`src/inc/smrec_pkg.sv`:
```
// package: offsets, field positions, reset values and timing counts for the
// system memory, reset and error-correction control register bank
// assumes: included before the interface and design modules
package smrec_pkg;
   localparam logic [7:0]  OFS_MEM_CTRL     = 8'h28;
   localparam logic [7:0]  OFS_MEM_ZERO     = 8'h2C;
   localparam logic [7:0]  OFS_SYS_STATUS   = 8'h40;
   localparam logic [7:0]  OFS_RST_SECOND   = 8'h44;
   localparam logic [7:0]  OFS_GATE_SECOND  = 8'h48;
   localparam logic [7:0]  OFS_EVENT_EN     = 8'h4C;
   localparam logic [7:0]  OFS_REVISION     = 8'h50;
   localparam logic [7:0]  OFS_SYS_IRQ_EN   = 8'h54;
   localparam logic [7:0]  OFS_ERR_FLAG     = 8'h64;
   localparam logic [7:0]  OFS_CORR_FLAG    = 8'h68;
   localparam logic [7:0]  OFS_ERR_IRQ_EN   = 8'h6C;
   localparam logic [7:0]  OFS_ERR_ADDR     = 8'h70;
   localparam logic [7:0]  OFS_SCRATCH      = 8'h80;

   localparam int          BIT_BANK0_ECC_EN = 16;
   localparam int          WAIT_LSB         = 0;
   localparam int          WAIT_W           = 3;
   localparam logic [2:0]  WAIT_RESET       = 3'h5;
   localparam int          ZERO_W           = 7;
   localparam int          BIT_TX_EVENT     = 2;
   localparam int          BIT_DMA_EVENT    = 0;
   localparam int          BIT_SECOND_CORE  = 31;
   // writable peripheral reset trigger bits (25,24,20,19,16,11,10,9,7,1,0)
   localparam logic [31:0] RST_MASK         = 32'h0319_0E83;
   // implemented clock gate bits (31,27,24,23,16,15,14,13,9,2,1)
   localparam logic [31:0] GATE_MASK        = 32'h8981_E206;
   localparam logic [31:0] GATE_RESET       = 32'h8981_E206;
   localparam logic [31:0] SCRATCH_RESET    = 32'h0000_0000;
   localparam int          BIT_TAG_ERR      = 31;
   localparam int          BIT_TAG_BANK     = 30;
   localparam int          BIT_DATA_ERR     = 15;
   localparam int          BIT_DATA_BANK    = 14;

   // minimum pulse width for a peripheral reset, in ns
   localparam int          RST_PULSE_NS     = 160;
   localparam int          CLK_PERIOD_NS    = 40;
   localparam int          RST_PULSE_CYC    = (RST_PULSE_NS + CLK_PERIOD_NS - 1) / CLK_PERIOD_NS;
   // arbitrary neutral revision code
   localparam logic [15:0] REVISION_DEFAULT = 16'h0010;

   typedef enum logic [1:0] {
      SMREC_ERR_NONE,
      SMREC_ERR_RAM,
      SMREC_ERR_CACHE
   } smrec_err_src_t;
endpackage

```
`src/inc/smrec_job_if.sv`:
```
// interface: start/done job handshake between register bank and workers
// assumes: one clock, workers answer each start with a later done pulse
`timescale 1ns/1ps
interface smrec_job_if #(parameter int N = 7);
   logic [N-1:0] start;
   logic [N-1:0] done;
   modport bank   (output start, input done);
   modport worker (input start, output done);
endinterface

```
`src/smrec_pulse_timer.sv`:
```
// module: one reset pulse timer per peripheral reset trigger bit
// assumes: starts are one-cycle pulses on the shared system clock
`timescale 1ns/1ps
module smrec_pulse_timer #(
   parameter int N   = 32,
   parameter int CYC = smrec_pkg::RST_PULSE_CYC
) (
   input  wire logic    i_clk,
   input  wire logic    i_srst,
   smrec_job_if.worker  job,
   output logic [N-1:0] o_active
);
   localparam int CW = $clog2(CYC + 1);
   genvar g;
   generate
      for (g = 0; g < N; g++) begin : g_tmr
         logic [CW-1:0] cnt_reg;
         always_ff @(posedge i_clk) begin
            if (i_srst) begin
               cnt_reg <= '0;
            end else if (job.start[g]) begin
               cnt_reg <= CW'(CYC);
            end else if (cnt_reg != '0) begin
               cnt_reg <= cnt_reg - CW'(1);
            end
         end
         assign o_active[g] = (cnt_reg != '0);
         assign job.done[g] = (cnt_reg == CW'(1));
      end
   endgenerate
endmodule

```
`src/smrec_zero_engine.sv`:
```
// module: memory zeroization sweeps, one address counter per memory
// assumes: start pulses come from the register bank; sweep length is a parameter
`timescale 1ns/1ps
module smrec_zero_engine #(
   parameter int N     = smrec_pkg::ZERO_W,
   parameter int WORDS = 64
) (
   input  wire logic    i_clk,
   input  wire logic    i_srst,
   smrec_job_if.worker  job,
   output logic [N-1:0] o_busy
);
   localparam int AW = $clog2(WORDS + 1);
   genvar g;
   generate
      for (g = 0; g < N; g++) begin : g_mem
         logic [AW-1:0] left_reg;
         always_ff @(posedge i_clk) begin
            if (i_srst) begin
               left_reg <= '0;
            end else if (job.start[g] && left_reg == '0) begin
               left_reg <= AW'(WORDS);
            end else if (left_reg != '0) begin
               left_reg <= left_reg - AW'(1);
            end
         end
         assign o_busy[g]   = (left_reg != '0);
         assign job.done[g] = (left_reg == AW'(1));
      end
   endgenerate
endmodule

```
`src/smrec_regbank.sv`:
```
// file: system memory, reset and error-correction control register bank
// assumes: APB slave on a 25 MHz system clock, synchronous active-high reset
//
// What this block does
// bit 16 enables bank zero correction
// field 2:0 sets flash wait states
// software keeps two waits on internal oscillators
// zeroize bits start clears, read busy
// status bit 0 shows debug lock
// reset-two bits trigger peripheral resets
// bit 31 resets secondary core
// clock gate bit stops clock, blocks access
// clock gate bit assignments as listed
// event bit 2 lets transmit event wake
// event bit 0 lets count-zero raise receive-event
// revision low half, upper bits zero
// lock interrupt while enabled and locked
// error flag set, write one clears
// correctable flag set, write one clears
// error interrupt when enabled on error
// cache tag error fields in upper half
// cache data error fields in lower half
// bank zero error captures bus address
// scratch word stores 32 bits
// reset bits read one until done
// error address holds first RAM error; cache errors load it only while the error flag is clear
`timescale 1ns/1ps
module smrec_regbank #(
   parameter logic [15:0] REVISION   = smrec_pkg::REVISION_DEFAULT,
   parameter int          ZERO_WORDS = 64
) (
   input  wire logic        i_clk,
   input  wire logic        i_srst,
   input  wire logic        i_psel,
   input  wire logic        i_penable,
   input  wire logic        i_pwrite,
   input  wire logic [7:0]  i_paddr,
   input  wire logic [31:0] i_pwdata,
   output logic [31:0]      o_prdata,
   output logic             o_pready,
   output logic             o_pslverr,
   input  wire logic        i_debug_locked,
   input  wire logic        i_ram_err,
   input  wire logic        i_ram_corr,
   input  wire logic [31:0] i_ram_err_addr,
   input  wire logic        i_cache_err,
   input  wire logic        i_cache_tag_err,
   input  wire logic        i_cache_tag_bank,
   input  wire logic [13:0] i_cache_tag_addr,
   input  wire logic        i_cache_data_err,
   input  wire logic        i_cache_data_bank,
   input  wire logic [13:0] i_cache_data_addr,
   input  wire logic        i_transmit_event,
   input  wire logic        i_count_reached_zero,
   output logic             o_bank_zero_correction_enable,
   output logic [2:0]       o_flash_wait_states,
   output logic [6:0]       o_zero_busy,
   output logic [31:0]      o_periph_reset,
   output logic [31:0]      o_periph_clock_gate,
   output logic             o_wake_transmit_event,
   output logic             o_receive_event,
   output logic             o_debug_lock_irq,
   output logic             o_ram_error_irq
);
   // ----------------------------------------------------------------------
   // bus decode
   // ----------------------------------------------------------------------
   function automatic logic known(input logic [7:0] a);
      case (a)
         smrec_pkg::OFS_MEM_CTRL, smrec_pkg::OFS_MEM_ZERO, smrec_pkg::OFS_SYS_STATUS,
         smrec_pkg::OFS_RST_SECOND, smrec_pkg::OFS_GATE_SECOND, smrec_pkg::OFS_EVENT_EN,
         smrec_pkg::OFS_REVISION, smrec_pkg::OFS_SYS_IRQ_EN, smrec_pkg::OFS_ERR_FLAG,
         smrec_pkg::OFS_CORR_FLAG, smrec_pkg::OFS_ERR_IRQ_EN, smrec_pkg::OFS_ERR_ADDR,
         smrec_pkg::OFS_SCRATCH: known = 1'b1;
         default: known = 1'b0;
      endcase
   endfunction

   logic        access;
   logic        wr;
   logic        rd;
   logic [31:0] rdata_next;
   logic [31:0] prdata_reg;

   assign access    = i_psel && i_penable;
   assign wr        = access && i_pwrite && known(i_paddr);
   assign rd        = access && !i_pwrite;
   assign o_pready  = 1'b1;
   assign o_pslverr = access && !known(i_paddr);

   function automatic logic wr_at(input logic [7:0] ofs);
      wr_at = wr && (i_paddr == ofs);
   endfunction

   // ----------------------------------------------------------------------
   // control registers
   // ----------------------------------------------------------------------
   logic              ecc_en_reg;
   logic [2:0]        wait_reg;
   logic [2:0]        evt_reg;
   logic              sys_ie_reg;
   logic              err_ie_reg;
   logic [31:0]       scratch_reg;
   logic [31:0]       gate_reg;

   always_ff @(posedge i_clk) begin
      if (i_srst) begin
         ecc_en_reg <= 1'b0;
         wait_reg   <= smrec_pkg::WAIT_RESET;
      end else if (wr_at(smrec_pkg::OFS_MEM_CTRL)) begin
         ecc_en_reg <= i_pwdata[smrec_pkg::BIT_BANK0_ECC_EN];
         wait_reg   <= i_pwdata[smrec_pkg::WAIT_LSB +: smrec_pkg::WAIT_W];
      end
   end

   always_ff @(posedge i_clk) begin
      if (i_srst) begin
         evt_reg <= 3'h0;
      end else if (wr_at(smrec_pkg::OFS_EVENT_EN)) begin
         evt_reg[smrec_pkg::BIT_TX_EVENT]  <= i_pwdata[smrec_pkg::BIT_TX_EVENT];
         evt_reg[smrec_pkg::BIT_DMA_EVENT] <= i_pwdata[smrec_pkg::BIT_DMA_EVENT];
      end
   end

   always_ff @(posedge i_clk) begin
      if (i_srst) begin
         sys_ie_reg <= 1'b0;
         err_ie_reg <= 1'b0;
      end else begin
         if (wr_at(smrec_pkg::OFS_SYS_IRQ_EN)) begin
            sys_ie_reg <= i_pwdata[0];
         end
         if (wr_at(smrec_pkg::OFS_ERR_IRQ_EN)) begin
            err_ie_reg <= i_pwdata[0];
         end
      end
   end

   always_ff @(posedge i_clk) begin
      if (i_srst) begin
         scratch_reg <= smrec_pkg::SCRATCH_RESET;
      end else if (wr_at(smrec_pkg::OFS_SCRATCH)) begin
         scratch_reg <= i_pwdata;
      end
   end

   always_ff @(posedge i_clk) begin
      if (i_srst) begin
         gate_reg <= smrec_pkg::GATE_RESET;
      end else if (wr_at(smrec_pkg::OFS_GATE_SECOND)) begin
         gate_reg <= i_pwdata & smrec_pkg::GATE_MASK;
      end
   end

   assign o_bank_zero_correction_enable = ecc_en_reg;
   assign o_flash_wait_states           = wait_reg;
   assign o_periph_clock_gate           = gate_reg;
   // wait count is not clamped; software keeps the oscillator minimum
   assign o_wake_transmit_event = evt_reg[smrec_pkg::BIT_TX_EVENT] && i_transmit_event;
   assign o_receive_event =
      evt_reg[smrec_pkg::BIT_DMA_EVENT] && i_count_reached_zero;

   // ----------------------------------------------------------------------
   // zeroization and peripheral reset jobs
   // ----------------------------------------------------------------------
   smrec_job_if #(.N(smrec_pkg::ZERO_W)) zero_job ();
   smrec_job_if #(.N(32))                rst_job ();
   logic [31:0] rst_active;
   logic [31:0] rst_start;

   assign zero_job.start = wr_at(smrec_pkg::OFS_MEM_ZERO) ?
                           i_pwdata[smrec_pkg::ZERO_W-1:0] : '0;
   // secondary core bit triggers despite read-only listing
   assign rst_start = wr_at(smrec_pkg::OFS_RST_SECOND) ?
                      (i_pwdata & (smrec_pkg::RST_MASK |
                       (32'h1 << smrec_pkg::BIT_SECOND_CORE))) : '0;
   assign rst_job.start = rst_start;

   smrec_zero_engine #(.N(smrec_pkg::ZERO_W), .WORDS(ZERO_WORDS)) u_zero (
      .i_clk  (i_clk),
      .i_srst (i_srst),
      .job    (zero_job.worker),
      .o_busy (o_zero_busy)
   );

   smrec_pulse_timer #(.N(32), .CYC(smrec_pkg::RST_PULSE_CYC)) u_rst (
      .i_clk    (i_clk),
      .i_srst   (i_srst),
      .job      (rst_job.worker),
      .o_active (rst_active)
   );

   assign o_periph_reset = rst_active;

   // ----------------------------------------------------------------------
   // error flags and address capture
   // ----------------------------------------------------------------------
   logic        err_flag_reg;
   logic        corr_flag_reg;
   logic [31:0] err_addr_reg;
   logic        any_err;
   logic [31:0] cache_addr;

   assign any_err = i_ram_err || i_cache_err;

   always_ff @(posedge i_clk) begin
      if (i_srst) begin
         err_flag_reg <= 1'b0;
      end else if (i_ram_err) begin
         err_flag_reg <= 1'b1;
      end else if (wr_at(smrec_pkg::OFS_ERR_FLAG) && i_pwdata[0]) begin
         err_flag_reg <= 1'b0;
      end
   end

   always_ff @(posedge i_clk) begin
      if (i_srst) begin
         corr_flag_reg <= 1'b0;
      end else if (i_ram_corr) begin
         corr_flag_reg <= 1'b1;
      end else if (wr_at(smrec_pkg::OFS_CORR_FLAG) && i_pwdata[0]) begin
         corr_flag_reg <= 1'b0;
      end
   end

   always_comb begin
      cache_addr                            = 32'h0;
      cache_addr[smrec_pkg::BIT_TAG_ERR]    = i_cache_tag_err;
      cache_addr[smrec_pkg::BIT_TAG_BANK]   = i_cache_tag_bank;
      cache_addr[29:16]                     = i_cache_tag_addr;
      cache_addr[smrec_pkg::BIT_DATA_ERR]   = i_cache_data_err;
      cache_addr[smrec_pkg::BIT_DATA_BANK]  = i_cache_data_bank;
      cache_addr[13:0]                      = i_cache_data_addr;
   end

   always_ff @(posedge i_clk) begin
      if (i_srst) begin
         err_addr_reg <= 32'h0;
      end else if (any_err && !err_flag_reg) begin
         err_addr_reg <= i_ram_err ? i_ram_err_addr : cache_addr;
      end
   end


   assign o_debug_lock_irq = sys_ie_reg && i_debug_locked;
   assign o_ram_error_irq  = err_ie_reg && err_flag_reg;

   // ----------------------------------------------------------------------
   // read mux
   // ----------------------------------------------------------------------
   always_comb begin
      rdata_next = 32'h0;
      case (i_paddr)
         smrec_pkg::OFS_MEM_CTRL: begin
            rdata_next[smrec_pkg::BIT_BANK0_ECC_EN] = ecc_en_reg;
            rdata_next[2:0] = wait_reg;
         end
         smrec_pkg::OFS_MEM_ZERO:    rdata_next[6:0] = o_zero_busy;
         smrec_pkg::OFS_SYS_STATUS:  rdata_next[0] = i_debug_locked;
         smrec_pkg::OFS_RST_SECOND:  rdata_next = rst_active;
         smrec_pkg::OFS_GATE_SECOND: rdata_next = gate_reg;
         smrec_pkg::OFS_EVENT_EN:    rdata_next[2:0] = evt_reg;
         smrec_pkg::OFS_REVISION:    rdata_next[15:0] = REVISION;
         smrec_pkg::OFS_SYS_IRQ_EN:  rdata_next[0] = sys_ie_reg;
         smrec_pkg::OFS_ERR_FLAG:    rdata_next[0] = err_flag_reg;
         smrec_pkg::OFS_CORR_FLAG:   rdata_next[0] = corr_flag_reg;
         smrec_pkg::OFS_ERR_IRQ_EN:  rdata_next[0] = err_ie_reg;
         smrec_pkg::OFS_ERR_ADDR:    rdata_next = err_addr_reg;
         smrec_pkg::OFS_SCRATCH:     rdata_next = scratch_reg;
         default:                    rdata_next = 32'h0;
      endcase
   end

   // read word latched in the setup cycle, shown in the access cycle
   // status bits therefore read one cycle old
   always_ff @(posedge i_clk) begin
      if (i_srst) begin
         prdata_reg <= 32'h0;
      end else if (i_psel && !i_penable) begin
         prdata_reg <= rdata_next;
      end
   end

   assign o_prdata = rd ? prdata_reg : 32'h0;
endmodule

```
`config.mk`:
```
export PLATFORM = sky130hd
export DESIGN_NAME = smrec_regbank
export DESIGN_NICKNAME = d
export VERILOG_FILES = /design/src/inc/smrec_pkg.sv /design/src/inc/smrec_job_if.sv /design/src/smrec_pulse_timer.sv /design/src/smrec_zero_engine.sv /design/src/smrec_regbank.sv
export SDC_FILE = /design/constraint.sdc
export NUM_CORES = 1
export LEC_CHECK = 0
export ABC_AREA = 1
export ABC_CLOCK_PERIOD_IN_PS = 1900
export BUFFER_PORTS_ARGS = -buffer_cell sky130_fd_sc_hd__buf_2
export CORE_ASPECT_RATIO = 0.7
export CORE_MARGIN = 5
export CORE_UTILIZATION = 54
export CTS_BUF_LIST = sky130_fd_sc_hd__clkbuf_4 sky130_fd_sc_hd__clkbuf_8
export CTS_CLUSTER_DIAMETER = 40
export CTS_CLUSTER_SIZE = 16
export DETAILED_ROUTE_END_ITERATION = 10
export PLACE_DENSITY = 0.79
export SYNTH_ARGS = -nofsm -noshare
export SYNTH_HDL_FRONTEND = slang
export SYNTH_HIERARCHICAL = 1
export SYNTH_SLANG_ARGS = --single-unit
```
`constraint.sdc`:
```
create_clock -name i_clk -period 1.9 [get_ports i_clk]
set_clock_uncertainty 0.05 [all_clocks]
set_input_delay 0.38 -clock i_clk [delete_from_list [all_inputs] [get_ports i_clk]]
set_output_delay 0.38 -clock i_clk [all_outputs]
set_load 0.005 [all_outputs]
```
Word level (Yosys, flattened, before mapping)
Cells that the tools add are included.
- input port bits: 115
- flip-flop bits (word level): 262
- output and inout port bits: 113
- multiplexer cells: 93
- add/sub/neg operators: 39
- equal/unequal tests: 13
- reduce and logical (&&, ||, !) cells: 162
- operators with widths (operator ; count):
    two-way mux 3 bit ; 64
    two-way mux 7 bit ; 15
    two-way mux 32 bit ; 3
    nonzero test 3 bit ; 32
    subtractor 3 x 1 -> 3 bit, second input constant ; 32
    nonzero test 2 bit ; 41
    == test 8 x 7 -> 1 bit, second input constant ; 10
    OR reduction 2 bit ; 39
    one-hot mux 15 bit (4 select lines) ; 1
    logical NOT 7 bit ; 7
    nonzero test 7 bit ; 7
    subtractor 7 x 1 -> 7 bit, second input constant ; 7
    one-hot mux 9 bit (4 select lines) ; 1
    logical AND 1 bit ; 30
    one-hot mux 4 bit (5 select lines) ; 1
    == test 8 x 6 -> 1 bit, second input constant ; 2
    one-hot mux 2 bit (7 select lines) ; 1
    OR reduction 13 bit ; 1
    one-hot mux 1 bit (11 select lines) ; 1
    == test 8 bit, second input constant ; 1
    two-way mux 1 bit ; 5
    one-hot mux 1 bit (5 select lines) ; 1
    logical NOT 1 bit ; 4
    logical OR 1 bit ; 1

Longest topological paths before layout
- depth after elaboration: 8
- depth in mapped cells: 17

Modules after synthesis
Netlist, hierarchy kept.
- modules (own cells, without submodules) (module ; seq. area each (um^2) ; instances ; cells each ; area an instance (um^2)):
    smrec_pulse_timer ; 1921.8 ; 1 ; 935 ; 6600.1
    smrec_regbank ; 2342.2 ; 1 ; 997 ; 6241.0
    smrec_zero_engine ; 980.9 ; 1 ; 412 ; 2957.8

Worst setup path before layout
OpenSTA, ideal clock, no wires.
- path type: input-to-reg
- start point: input i_paddr[1]
- end point: register u_rst.g_tmr[1].cnt_reg[2]
- data arrival time: 1749 ps
- path buffers: 2
- stages: 15
- slack: 37 ps
- data required time: 1786 ps
- path through: nor2_1 > nand3_1 > nor2_4 > nor2_1 > nand3_2 > buf_6 > nand2_2 > inv_2 > nand2_4 > buf_6 > nor2_2 > inv_1 > nand2_1 > nor2_1 > nor2_1
- longest elaborated chain between the ends: 7
- ends and longest elaborated chain (element ; RTL line ; text):
    start, declared ; smrec_regbank.sv:37 ; input wire logic [7:0] i_paddr,
    == test 8 x 6 -> 1 bit, or another cell as far along ; smrec_regbank.sv:69 ; case (a)
    OR reduction 13 bit ; smrec_regbank.sv:69 ;
    two-way mux 1 bit ; smrec_regbank.sv:69 ;
    logical AND 1 bit ; smrec_regbank.sv:86 ; assign wr = access && i_pwrite && known(i_paddr);
    logical AND 1 bit (*) ; smrec_regbank.sv:92 ; wr_at = wr && (i_paddr == ofs);
    two-way mux 32 bit (*) ; smrec_regbank.sv:174 ; assign rst_start = wr_at(smrec_pkg::OFS_RST_SECOND) ?
    via rst_job.start[1] ; smrec_job_if.sv:5 ; logic [N-1:0] start;
    two-way mux 3 bit or nonzero test 2 bit (tied branches) ; -- ;
    end signal, assigned ; smrec_pulse_timer.sv:22 ; cnt_reg <= CW'(CYC);
    end signal, assigned ; smrec_pulse_timer.sv:24 ; cnt_reg <= cnt_reg - CW'(1);
    end, declared ; smrec_pulse_timer.sv:17 ; logic [CW-1:0] cnt_reg;
The timed path passes the listed nets; every way through them passes the cells marked *.
A chain may end at the register's enable or synchronous reset.

Worst setup path after layout
- start point: register u_zero.g_mem[6].left_reg[1]
- end point: output o_zero_busy[6]
- longest elaborated chain between the ends: 1
- ends and longest elaborated chain (element ; RTL line ; text):
    start, declared ; smrec_zero_engine.sv:17 ; logic [AW-1:0] left_reg;
    start signal, assigned ; smrec_zero_engine.sv:22 ; left_reg <= AW'(WORDS);
    start signal, assigned ; smrec_zero_engine.sv:24 ; left_reg <= left_reg - AW'(1);
    nonzero test 7 bit ; smrec_zero_engine.sv:27 ; assign o_busy[g] = (left_reg != '0);
    end, declared ; smrec_regbank.sv:57 ; output logic [6:0] o_zero_busy,
No other way between the ends.

==> summary.txt <==
Timing
  – Min Hold Slack: 0.0416 ns
  – Period Utilization, post-route: 103%
  – Final setup viols: 6
  – Worst slew margin: 48.9%
  – Max-slew violation count: 0
  – Max frequency: 0.511 GHz
  – Fin. Hold Viols: 0
  – RSZ-0062 raised after global routing: true
  – Total negative slack: -0.271 ns
  – Final WS setup: -0.0577 ns
  – Min cycle time layout: 1.96 ns
  – Worst Tran Pin Value: 0.764 ns

Global route
  – Largest net degree at the start of global routing: 58
  – First-pass GRT wire length: 71900 um
  – Total GRT Usage: 27.7%
  – Grt total ovfl: 0
  – Number of global-route vias before repair: 15000
  – Antenna violations before repair: 1

Power and ir drop
  – Pleak: 9.79 nW
  – Switching Share: 40.2%
  – Internal: 13.3 mW
  – NetSw: 8.95 mW
  – Max VDD drop: 695 uV
  – Pwr dens: 1110 nW/um^2
  – Clock power share: 20.8%
  – Sequential Power Share: 32.3%
  – Comb pwr share: 47.0%

Clock network
  – Clock sink count: 262
  – Root buf cell: clkbuf_8
  – Clk Latency, worst-skew pair: 0.61 ns
  – Total CTS buffers: 31
  – CTS tree: yes
  – CTS Buffer Depth: 3
  – H-tree levels: 1
  – CTS clk-pin slew, worst paths: 0.09 ns

Final layout
  – Share of layout cells above drive strength 1: 33.4%
  – Finished Layout Cells: 3102
  – Area Overhead vs Synth: 34.1%
  – N_diodes: 0
  – # nets final: 2897
  – Final Core Density: 72.9%
  – Max reg flops: 96

Detailed routing
  – Vias/cell: 5.03
  – Routed vias: 15600
  – Drt first-iter violations: 1277
  – Drt pass-1 iters: 8
  – Antenna Nets Post-Route: 0
  – Drc violations: 0
  – Wire length per cell: 15.2 um
  – Final WL: 47200 um

Synth
  – Ys Warns: 6
  – Post-Syn Area per Cell: 6.74 um^2
  – Synth Instances: 2227
  – Mapped Area: 15000 um^2

Floorplan
  – Top-Level Pins: 228
  – Die Footprint: 31300 um^2
  – Row count: 51
  – Die Height: 150 um
  – Initial Utilization: 54.3%
  – Die Span X: 209 um
  – Core area: 27600 um^2

Placement
  – Placed Instances: 2830
  – Hpwl dp: 30400 um
  – # port buffers: 205
  – Placer Congestion: 0.929
  – Worst slack at placement: -0.208 ns

Worst setup path
  – Worst-path maximum fanout: 2
  – Worst EP arrival: 1.53 ns
  – Worst setup EP type: output pin
  – Crit Path Class: reg -> out
  – Startpoint Class: flip-flop
  – CP Data Required Time: 1.47 ns

Run status
  – Status: complete, but fails checks
  – Failing checks: setup timing

Min path
  – Worst min path class: in -> reg

Run
  – Max_cap viols: 0
## critical path, cell delays in order (launching register included)
cell     delay [ns]
dfxtp_2        0.34
inv_2          0.08
ha_4           0.15
inv_2          0.04
nor2_4         0.10
nand2_2        0.09
buf_6          0.13
## final cells by class
type | count | area [um^2]
tap | 371 | 464
timing repair buffer | 475 | 3490
fill | 2039 | 7500
clock inverter | 23 | 260
multi-input combinational | 1524 | 8540
inverter | 412 | 1560
sequential | 262 | 5340
clock buffer | 35 | 475
## timing repair
item / 4_1_cts / 5_1_grt
endpoints found under the hold margin: 72 / 0
resized for setup: 160 / 144
endpoints found under the setup margin: 41 / 74
pin swaps: 56 / 38
hold buffers: 95 / 0
buffers inserted: 90 / 30
cloned: 0 / 1
## power groups by stage
stage	combinational (mW)	clock (mW)	sequential, mW
after floorplan	5.43	0	7.00
after global routing	11.5	4.92	7.28
after detailed placement	7.11	0	7.15
after CTS	9.35	4.68	7.09
final	10.5	4.63	7.19
after global placement	6.77	0	7.11
## layout by cell type, fill, tap and decap left out, types with 4 or more instances in the layout
cell type,n
nand2_1,484
inv_1,337
nor2_1,321
buf_2,190
dfxtp_1,189
buf_4,170
nand3_1,95
dlygate4sd3_1,95
nor2_2,87
inv_2,71
dfxtp_2,70
o21ai_0,64
conb_1,62
nor2_4,60
a21oi_1,54
o21ai_2,54
nand2_2,44
ha_1,37
clkbuf_8,34
a31oi_1,33
nand2_4,21
ha_4,20
ha_2,19
o211ai_1,18
a21oi_2,10
buf_6,10
buf_12,9
nand4_1,6
clkinv_4,6
xor2_1,6
o2111ai_1,5
inv_6,5
nand3_2,4
inv_4,4
clkinvlp_4,4
xnor2_1,4
## per-layer routing
layer | track usage (%) | wire (um) | vias to the layer above
li1 | - | - | 7621
met1 | 35.2 | 19500 | 7164
met2 | 48.1 | 22100 | 672
met3 | 5.13 | 3920 | 143
met4 | 8.90 | 1650 | 0
met5 | 0 | 0 | -
## per-stage QoR
step	total power [mW]	area, um^2
2_1_floorplan	12.4	15200
5_1_grt	23.7	20100
4_1_cts	21.1	19600
3_3_place_gp	13.9	16800
3_5_place_dp	14.3	16800
6_report	22.3	20100
## final timing paths
kind / slack [ns] / startpoint / to / cells past startpoint
worst max-delay path: -0.06 / u_zero/g_mem[6].left_reg[1]$_SDFFE_PP0P_ / o_zero_busy[6] / 6
worst min-delay path: 0.04 / i_pwdata[2] / o_periph_clock_gate[2]$_SDFFE_PP1P_ / 3
worst max register to register: 0.06 / u_zero/g_mem[1].left_reg[1]$_SDFFE_PP0P_ / prdata_reg[1]$_SDFFE_PP0P_ / 15
worst min register to register: 0.42 / prdata_reg[29]$_SDFFE_PP0P_ / prdata_reg[29]$_SDFFE_PP0P_ / 2
No activity file was read; power rests on OpenSTA's default activity.
